--- src/pkg/pcc_pkg.sv ---
// shared constants and types for the pwm cycle configuration block
package pcc_pkg;

  // special-function addressing of the configuration register
  localparam logic [7:0] CFG_ADDR    = 8'hD9;
  localparam logic [7:0] CFG_PAGE    = 8'h0F;
  localparam logic [7:0] CFG_RESET   = 8'h00;

  // per-module compare byte addresses (low bytes, then high bytes)
  localparam logic [7:0] CMP_PAGE    = 8'h00;
  localparam logic [7:0] CMP_LO_BASE = 8'hE0;
  localparam logic [7:0] CMP_HI_BASE = 8'hE8;

  // configuration field positions
  localparam int RELOAD_SEL_BIT = 7;
  localparam int IRQ_EN_BIT     = 6;
  localparam int FLAG_BIT       = 5;
  localparam int LEN_SEL_LSB    = 0;
  localparam int LEN_SEL_W      = 2;

  // cycle-length select codes
  localparam logic [1:0] LEN_SEL_8  = 2'h0;
  localparam logic [1:0] LEN_SEL_9  = 2'h1;
  localparam logic [1:0] LEN_SEL_10 = 2'h2;
  localparam logic [1:0] LEN_SEL_11 = 2'h3;

  // counter masks for the overflow bit of each cycle length
  localparam logic [15:0] MASK_8  = 16'h00FF;
  localparam logic [15:0] MASK_9  = 16'h01FF;
  localparam logic [15:0] MASK_10 = 16'h03FF;
  localparam logic [15:0] MASK_11 = 16'h07FF;

  // cycle length reported per module, in bits
  localparam logic [4:0] LEN_BASE = 5'h08;
  localparam logic [4:0] LEN_WIDE = 5'h10;

  // source of a pending register read
  typedef enum logic [1:0] {
    SRC_NONE,
    SRC_CFG,
    SRC_CMP,
    SRC_ARL
  } pcc_src_type;

endpackage : pcc_pkg

--- src/verilog/pcc_pwm_cycle_config.sv ---
// pwm cycle configuration register, overflow flag and compare/reload steering
// What this block does
// [RULE1] select bit 0 steers compare addresses to compare bank, 1 to reload bank
// [RULE2] in 9, 10, 11-bit pwm the reload bank reloads the module compare
// [RULE3] reload bank has no effect in other modes yet stays read/writable
// [RULE4] irq enable masks the cycle overflow flag onto the irq request
// [RULE5] flag sets when counter wraps at bit 8, 9, 10 or 11 as selected
// [RULE6] flag set by hardware or software; only a software zero clears it
// [RULE7] select codes 00, 01, 10 give 8, 9 and 10-bit cycles
// [RULE8] chosen cycle length applies to all non-wide pwm channels together
// [RULE9] wide channels ignore the select field and use 16 bits
// [RULE10] bits 4 to 2 read zero and ignore writes
// [RULE11] config resets to zero, lives at address D9 on page 0F
// [RULE12] per-module wide enable picks 16-bit cycle over shared 8-11 bit
// [RULE13] select code 11 gives an 11-bit cycle
`timescale 1ns/10ps
module pcc_pwm_cycle_config
  import pcc_pkg::*;
#(
  parameter int N_MODULES = 6
) (
  // clock, reset, enable
  input  wire logic                     clk,
  input  wire logic                     rst,
  input  wire logic                     ce,
  // special-function register port
  input  wire logic [7:0]               sfr_addr,
  input  wire logic [7:0]               sfr_page,
  input  wire logic                     sfr_wr,
  input  wire logic                     sfr_rd,
  input  wire logic [7:0]               sfr_wdata,
  output logic      [7:0]               sfr_rdata,
  output logic                          sfr_rvalid,
  // counter array view
  input  wire logic [15:0]              main_array_counter,
  input  wire logic                     counter_tick,
  input  wire logic [N_MODULES-1:0]     module_pwm_enable,
  input  wire logic [N_MODULES-1:0]     wide_pwm_enable,
  // results to the pwm modules
  output logic      [N_MODULES*16-1:0]  module_compare_register,
  output logic      [N_MODULES*5-1:0]   module_cycle_bits,
  output logic                          cycle_overflow_flag,
  output logic                          counter_array_irq
);
  localparam int ENTRIES = 2 * N_MODULES;
  localparam int AW      = $clog2(ENTRIES);

  logic                     reload_register_select_reg;
  logic                     cycle_overflow_irq_enable_reg;
  logic [1:0]               cycle_length_select_reg;
  logic [7:0]               cfg_value;
  logic                     cfg_hit;
  logic                     cmp_hit;
  logic [AW-1:0]            cmp_entry;
  logic                     ovf_event;
  logic [N_MODULES-1:0]     reload_now;
  logic [ENTRIES-1:0]       load_mask;
  logic [ENTRIES*8-1:0]     arl_contents;
  logic [7:0]               cmp_rd_data;
  logic [7:0]               arl_rd_data;
  pcc_src_type              rd_src_reg;
  pcc_src_type              rd_src_next;

  // address decode of the configuration register
  // [RULE11] fixed address and page
  assign cfg_hit = (sfr_addr == CFG_ADDR) && (sfr_page == CFG_PAGE);

  // address decode of the per-module compare bytes
  always_comb begin
    cmp_hit   = 1'b0;
    cmp_entry = '0;
    for (int n = 0; n < N_MODULES; n++) begin
      if (sfr_page == CMP_PAGE && sfr_addr == 8'(int'(CMP_LO_BASE) + n)) begin
        cmp_hit   = 1'b1;
        cmp_entry = AW'(2 * n);
      end
      if (sfr_page == CMP_PAGE && sfr_addr == 8'(int'(CMP_HI_BASE) + n)) begin
        cmp_hit   = 1'b1;
        cmp_entry = AW'(2 * n + 1);
      end
    end
  end

  // configuration fields other than the flag
  // [RULE11] all fields clear on reset
  always_ff @(posedge clk) begin
    if (rst) begin
      reload_register_select_reg    <= CFG_RESET[RELOAD_SEL_BIT];
      cycle_overflow_irq_enable_reg <= CFG_RESET[IRQ_EN_BIT];
      cycle_length_select_reg       <= CFG_RESET[LEN_SEL_LSB +: LEN_SEL_W];
    end else if (ce && sfr_wr && cfg_hit) begin
      reload_register_select_reg    <= sfr_wdata[RELOAD_SEL_BIT];
      cycle_overflow_irq_enable_reg <= sfr_wdata[IRQ_EN_BIT];
      cycle_length_select_reg       <= sfr_wdata[LEN_SEL_LSB +: LEN_SEL_W];
    end
  end

  // cycle overflow flag: sticky, a wrap in the clearing cycle still sets it
  // [RULE6] software may set or clear, hardware only sets
  always_ff @(posedge clk) begin
    if (rst) begin
      cycle_overflow_flag <= CFG_RESET[FLAG_BIT];
    end else if (ce) begin
      if (sfr_wr && cfg_hit) begin
        cycle_overflow_flag <= sfr_wdata[FLAG_BIT] | ovf_event;
      end else if (ovf_event) begin
        // [RULE5] wrap at the selected bit sets the flag
        cycle_overflow_flag <= 1'b1;
      end
    end
  end

  // interrupt request follows the flag through its mask
  // [RULE4] enable gates the flag onto the irq
  always_ff @(posedge clk) begin
    if (rst) begin
      counter_array_irq <= 1'b0;
    end else if (ce) begin
      counter_array_irq <= cycle_overflow_flag & cycle_overflow_irq_enable_reg;
    end
  end

  // readable image of the configuration register
  // [RULE10] unused bits always read zero
  always_comb begin
    cfg_value                          = '0;
    cfg_value[RELOAD_SEL_BIT]          = reload_register_select_reg;
    cfg_value[IRQ_EN_BIT]              = cycle_overflow_irq_enable_reg;
    cfg_value[FLAG_BIT]                = cycle_overflow_flag;
    cfg_value[LEN_SEL_LSB +: LEN_SEL_W] = cycle_length_select_reg;
  end

  // wrap detector for the shared cycle length
  // [RULE7] [RULE13] select code picks the wrap bit
  pcc_ovf_det u_ovf (
    .clk                 (clk),
    .rst                 (rst),
    .ce                  (ce),
    .counter             (main_array_counter),
    .counter_tick        (counter_tick),
    .cycle_length_select (cycle_length_select_reg),
    .ovf_event           (ovf_event)
  );

  // per-module reload at each cycle wrap, only for 9 to 11-bit pwm
  for (genvar n = 0; n < N_MODULES; n++) begin : g_reload
    // [RULE2] [RULE3] reload only in 9, 10 or 11-bit pwm
    assign reload_now[n] = ovf_event && module_pwm_enable[n] && !wide_pwm_enable[n]
                           && (cycle_length_select_reg != LEN_SEL_8);
    assign load_mask[2*n]     = reload_now[n];
    assign load_mask[2*n + 1] = reload_now[n];
  end

  // capture/compare bank, reloaded from the auto-reload bank
  // [RULE1] written only while the select bit is clear
  pcc_bank #(
    .ENTRIES (ENTRIES),
    .WIDTH   (8),
    .AW      (AW)
  ) u_cmp (
    .clk       (clk),
    .rst       (rst),
    .ce        (ce),
    .wr_en     (sfr_wr && cmp_hit && !reload_register_select_reg),
    .wr_addr   (cmp_entry),
    .wr_data   (sfr_wdata),
    .rd_en     (sfr_rd && cmp_hit),
    .rd_addr   (cmp_entry),
    .rd_data   (cmp_rd_data),
    .load_mask (load_mask),
    .load_data (arl_contents),
    .contents  (module_compare_register)
  );

  // auto-reload bank, reachable only while the select bit is set
  // [RULE1] same addresses, other bank
  pcc_bank #(
    .ENTRIES (ENTRIES),
    .WIDTH   (8),
    .AW      (AW)
  ) u_arl (
    .clk       (clk),
    .rst       (rst),
    .ce        (ce),
    .wr_en     (sfr_wr && cmp_hit && reload_register_select_reg),
    .wr_addr   (cmp_entry),
    .wr_data   (sfr_wdata),
    .rd_en     (sfr_rd && cmp_hit),
    .rd_addr   (cmp_entry),
    .rd_data   (arl_rd_data),
    .load_mask ('0),
    .load_data ('0),
    .contents  (arl_contents)
  );

  // source of a read, chosen at the request edge
  always_comb begin
    rd_src_next = SRC_NONE;
    if (sfr_rd && cfg_hit) begin
      rd_src_next = SRC_CFG;
    end else if (sfr_rd && cmp_hit) begin
      rd_src_next = reload_register_select_reg ? SRC_ARL : SRC_CMP;
    end
  end

  // read pipeline stage one: remember source and request
  always_ff @(posedge clk) begin
    if (rst) begin
      rd_src_reg <= SRC_NONE;
    end else if (ce) begin
      rd_src_reg <= rd_src_next;
    end
  end

  // read pipeline stage two: data and valid from flops; unmapped reads keep the last data, valid low
  always_ff @(posedge clk) begin
    if (rst) begin
      sfr_rdata  <= '0;
      sfr_rvalid <= 1'b0;
    end else if (ce) begin
      sfr_rvalid <= 1'b0;
      if (sfr_rd && !cfg_hit && !cmp_hit) begin
        sfr_rvalid <= 1'b0;
      end
      case (rd_src_reg)
        SRC_CFG: begin
          sfr_rdata  <= cfg_value;
          sfr_rvalid <= 1'b1;
        end
        SRC_CMP: begin
          sfr_rdata  <= cmp_rd_data;
          sfr_rvalid <= 1'b1;
        end
        SRC_ARL: begin
          sfr_rdata  <= arl_rd_data;
          sfr_rvalid <= 1'b1;
        end
        default: begin
          sfr_rdata <= sfr_rdata;
        end
      endcase
    end
  end

  // cycle length seen by each module; wide modules are fixed at 16 bits
  for (genvar n = 0; n < N_MODULES; n++) begin : g_len
    // [RULE8] [RULE9] [RULE12] shared length unless wide
    always_ff @(posedge clk) begin
      if (rst) begin
        module_cycle_bits[5*n +: 5] <= LEN_BASE;
      end else if (ce) begin
        module_cycle_bits[5*n +: 5] <= wide_pwm_enable[n] ? LEN_WIDE
                                       : LEN_BASE + 5'(cycle_length_select_reg);
      end
    end
  end
endmodule : pcc_pwm_cycle_config

--- src/verilog/pcc_bank.sv ---
// byte-wide register bank with registered read and bulk hardware load
`timescale 1ns/10ps
module pcc_bank #(
  parameter int ENTRIES = 12,
  parameter int WIDTH   = 8,
  parameter int AW      = 4
) (
  // clock and control
  input  wire logic                       clk,
  input  wire logic                       rst,
  input  wire logic                       ce,
  // software write port
  input  wire logic                       wr_en,
  input  wire logic [AW-1:0]              wr_addr,
  input  wire logic [WIDTH-1:0]           wr_data,
  // software read port
  input  wire logic                       rd_en,
  input  wire logic [AW-1:0]              rd_addr,
  output logic      [WIDTH-1:0]           rd_data,
  // hardware bulk load
  input  wire logic [ENTRIES-1:0]         load_mask,
  input  wire logic [ENTRIES*WIDTH-1:0]   load_data,
  // all entries in parallel
  output logic      [ENTRIES*WIDTH-1:0]   contents
);
  logic [WIDTH-1:0] mem_reg [ENTRIES];

  // one storage word per entry; a hardware load beats a software write
  for (genvar i = 0; i < ENTRIES; i++) begin : g_entry
    always_ff @(posedge clk) begin
      if (rst) begin
        mem_reg[i] <= '0;
      end else if (ce) begin
        if (load_mask[i]) begin
          mem_reg[i] <= load_data[i*WIDTH +: WIDTH];
        end else if (wr_en && wr_addr == AW'(i)) begin
          mem_reg[i] <= wr_data;
        end
      end
    end
    assign contents[i*WIDTH +: WIDTH] = mem_reg[i];
  end

  // read data leave through a register, out-of-range reads give zero
  always_ff @(posedge clk) begin
    if (rst) begin
      rd_data <= '0;
    end else if (ce && rd_en) begin
      rd_data <= (int'(rd_addr) < ENTRIES) ? mem_reg[rd_addr] : '0;
    end
  end

endmodule : pcc_bank

--- src/verilog/pcc_ovf_det.sv ---
// detects the counter wrap at the selected pwm cycle length
`timescale 1ns/10ps
module pcc_ovf_det
  import pcc_pkg::*;
(
  // clock and control
  input  wire logic        clk,
  input  wire logic        rst,
  input  wire logic        ce,
  // counter view
  input  wire logic [15:0] counter,
  input  wire logic        counter_tick,
  input  wire logic [1:0]  cycle_length_select,
  // one-cycle overflow event
  output logic             ovf_event
);
  logic [15:0] mask;

  // low bits that must all be ones for the next tick to wrap
  always_comb begin
    case (cycle_length_select)
      LEN_SEL_8:  mask = MASK_8;
      LEN_SEL_9:  mask = MASK_9;
      LEN_SEL_10: mask = MASK_10;
      LEN_SEL_11: mask = MASK_11;
      default:  mask = MASK_8;
    endcase
  end

  // event is registered so the flag and reloads see a clean pulse
  always_ff @(posedge clk) begin
    if (rst) begin
      ovf_event <= 1'b0;
    end else if (ce) begin
      ovf_event <= counter_tick && ((counter & mask) == mask);
    end
  end

endmodule : pcc_ovf_det

--- config.mk ---
export PLATFORM = sky130hd
export DESIGN_NAME = pcc_pwm_cycle_config
export DESIGN_NICKNAME = d
export VERILOG_FILES = /design/src/pkg/pcc_pkg.sv /design/src/verilog/pcc_pwm_cycle_config.sv /design/src/verilog/pcc_bank.sv /design/src/verilog/pcc_ovf_det.sv
export SDC_FILE = /design/constraint.sdc
export NUM_CORES = 1
export LEC_CHECK = 0
export BUFFER_PORTS_ARGS = -buffer_cell sky130_fd_sc_hd__buf_2
export CAP_MARGIN = 30
export CORE_ASPECT_RATIO = 0.5
export CORE_UTILIZATION = 50
export DETAILED_ROUTE_END_ITERATION = 10
export PLACE_DENSITY = 0.72
export SLEW_MARGIN = 30
export SYNTH_ARGS = -nofsm -noshare
export SYNTH_HDL_FRONTEND = slang
export SYNTH_SLANG_ARGS = --single-unit
--- constraint.sdc ---
create_clock -name clk -period 3.5 [get_ports clk]
set_input_delay 0.175 -clock clk [delete_from_list [all_inputs] [get_ports clk]]
set_output_delay 0.175 -clock clk [all_outputs]
set_load 0.02 [all_outputs]
==> summary.txt <==
Timing
  • Worst Clk Skew: between 0.01 and 0.015 ns
  • Final period util: 0.738
  • Final min period: around 2.6 ns
  • Endpoints failing hold: 0
  • Slew @ Worst Pin: approximately 0.88 ns
  • Final setup fails: 0
  • Final TNS setup: 0 ns
  • Max Clk Rate: 0.387 GHz
  • Pins over their slew limit: 0
  • Slew Limit Headroom: 0.411
  • Unrepaired setup endpoints after global routing: no

Power
  • VDD IR max: 0.000251 V
  • P per Cell Area: around 440 mW/mm^2
  • Leakage: around 5.6 nW

Placement
  • Placed cells: about 1.5k
  • GP Congestion: 0.998
  • HPWL after detailed placement: between 20 and 30 mm
  • PortBufs: 183

Yosys
  • Seq/Total Area, Yosys: 0.566
  • Count of cell types in the netlist: 61
  • Synthesis-stage register bit count: 250
  • Most numerous cell in the Yosys netlist: edfxtp_1
  • Synth Flop Type: edfxtp_1
  • Most frequent cells after synthesis: edfxtp_1 (192), and2_1 (96), a22o_1 (95), nor2_1 (83), clkbuf_1 (74)
  • Largest cells by area after synthesis: edfxtp_1 (47%), dfxtp_1 (9.5%), a22o_1 (6.8%), and2_1 (4.9%), nor2_1 (2.5%)
  • Largest area contributor in the netlist: edfxtp_1
  • Syn Area/Cell: between 10 and 15 um^2
  • Synth warn: 0
  • Syn Std Cell Area: roughly 0.012 mm^2
  • Ys async rst share: 0
  • Cells after synthesis: approximately 1.1k
  • Area share of the largest cell type after synthesis: 0.471
  • Number of synthesized flops with an enable pin: around 190

Clock network
  • Post-cts resize count: 0
  • Clock-pin slew on the worst setup and hold paths: around 0.07 ns
  • Hold-fix buffers at CTS: 9
  • CTS Buf Count: 24
  • Clk Latency, worst-skew pair: roughly 0.53 ns
  • Clock sinks: 250
  • Setup Fix Bufs, Post-CTS: 0
  • Number of H-tree levels: 1
  • Clock Path Buffers: 3
  • Root buffer cell: clkbuf_16
  • CTS tree: done

Routing
  • Vias: around 10k
  • DRC Markers: 0
  • Vias per cell: 6.29
  • Post-DRT Antenna Nets: 0
  • Final WL: between 30 and 40 mm
  • Initial DRC Count: roughly 1.5k
  • DRT Pass-1 Iters: 6
  • Wire per inst: between 20 and 25 um

Floorplanning
  • Core area: 0.0240 mm^2
  • Overall die area: about 0.025 mm^2
  • Die width: approximately 220 um
  • Row count: 40
  • Boundary Pins: just under 200
  • Die Ht: ~110 um
  • Starting Density: 0.510

Global routing
  • Global-route wire length before repair: 58.0 mm
  • Met1 usage: 0.450
  • Vias in the first global route: roughly 9.4k
  • Layer with the highest usage: met2
  • Total GRT Usage: 0.312
  • Initial antenna violation count: 1
  • Met2 usage in global routing: 0.469
  • Grt met3 use: 0.0838
  • Largest net degree at the start of global routing: 70
  • Total grt overflow: 0

Worst setup path
  • Arrival time worst endpoint: 2.78 ns
  • Endpoint required time on the critical path: 3.70 ns
  • Worst Path Max Fanout: 9
  • Setup slack on the worst flop-to-flop path: between 1 and 1.5 ns
  • Worst R2R End: u_cmp.mem_reg[0][0]
  • Reg2reg start: cycle_length_select_reg[1]
  • R2R cell count: 5
  • Worst setup path class: input pin to flop
  • Worst Setup Start Kind: input pin
  • Critical Path End: u_cmp.mem_reg[6][3]
  • Critical Path Source: sfr_page[1]
  • Endpoint class of the critical path: flop

Finish
  • Non-Filler Instances: around 1.6k
  • Share of layout cells above drive strength 1: 0.236
  • Fin nets: ~1.3k
  • Diode count: 0
  • Synth-to-Final Area Change: 17.5%

Worst hold path
  • HP Class: input pin to flop

Run
  • Max Cap Viol: 0

Run status
  • Outcome: completed
## layer usage
layer	share of wire	wire length, um
met4	0.023	899
met2	0.44	17300
met5	0.00020	8
met3	0.13	5010
met1	0.41	16300
## how the worst min path moves through the flow
| stage | from | to | slack, ns | cells past startpoint |
|---|---|---|---|---|
| 6_report | main_array_counter[1] | u_ovf.ovf_event | 0.02 | 5 |
| 5_1_grt | main_array_counter[8] | u_ovf.ovf_event | 0.07 | 5 |
| 4_1_cts | main_array_counter[1] | u_ovf.ovf_event | 0.03 | 5 |
| 3_5_place_dp | counter_array_irq | counter_array_irq | 0.46 | 2 |
| 3_3_place_gp | module_cycle_bits[19] | module_cycle_bits[19] | 0.46 | 2 |
| 2_1_floorplan | wide_pwm_enable[5] | module_cycle_bits[29] | 0.33 | 2 |
## per-stage QoR
stage	total power, W	instance area, um^2	util	setup slack (ns)	hold WS (ns)
after floorplan	0.00365	12300	-	1.03	0.327
after CTS	0.00633	14400	0.599	0.976	0.0253
after detailed placement	0.00387	13600	0.565	0.436	0.458
final	0.00633	14400	0.599	0.916	0.0247
after global placement	0.00386	13600	0.565	0.540	0.458
after global routing	0.00649	14400	0.599	0.818	0.0738
## placed cells by master (no fill, tap or decap), types with 11 or more instances in the layout
cell type | synthesis | routed
edfxtp_1 | 192 | 192
buf_2 | 7 | 183
and2_1 | 96 | 96
a22o_1 | 95 | 95
nor2_1 | 83 | 83
dfxtp_1 | 58 | 58
buf_4 | 7 | 51
a21oi_1 | 48 | 48
nand2_1 | 36 | 36
nand2b_1 | 28 | 28
and3_1 | 27 | 27
mux2i_1 | 27 | 27
nor2b_1 | 25 | 25
clkbuf_16 | 0 | 25
nand3_1 | 20 | 20
o21ai_0 | 17 | 17
a21boi_0 | 16 | 16
nand4_1 | 16 | 16
o21bai_1 | 16 | 16
nor3_1 | 13 | 13
a211oi_1 | 12 | 12
o31ai_1 | 11 | 11
## cell type report
cell class | count | area [um^2]
well taps | 315 | 394
inverters | 7 | 26.3
multi-input cells | 726 | 4920
clock inverters | 10 | 70.1
repair buffers | 243 | 1390
clock buffers | 34 | 659
fillers | 1991 | 9630
flip-flops and latches | 250 | 6930
## critical path, cell delays in order
cell and delay [ns]:
buf_2 0.11, or4_4 0.59, nor4_4 0.42, nand3_2 0.47
nor3_2 0.61, nand2b_1 0.39
## logic make-up (layout without fill, tap and decap cells)
| family | after synthesis | after routing | share of synthesized area |
|---|---|---|---|
| compound gates | 302 | 302 | 0.194 |
| other cells | 1 | 6 | 0.000306 |
| buf+inv | 102 | 294 | 0.0347 |
| simple gates | 383 | 383 | 0.176 |
| flops | 250 | 250 | 0.566 |
| mux | 35 | 35 | 0.0294 |
## where the power goes
part | internal, W | switching (W) | leakage (nW)
sequential | 0.00327 | 0.0000673 | 2.44
clock | 0.00139 | 0.00112 | 0.352
combinational | 0.000142 | 0.000343 | 2.84
total | 0.00480 | 0.00153 | 5.63
(Power assumes the default switching activity.)
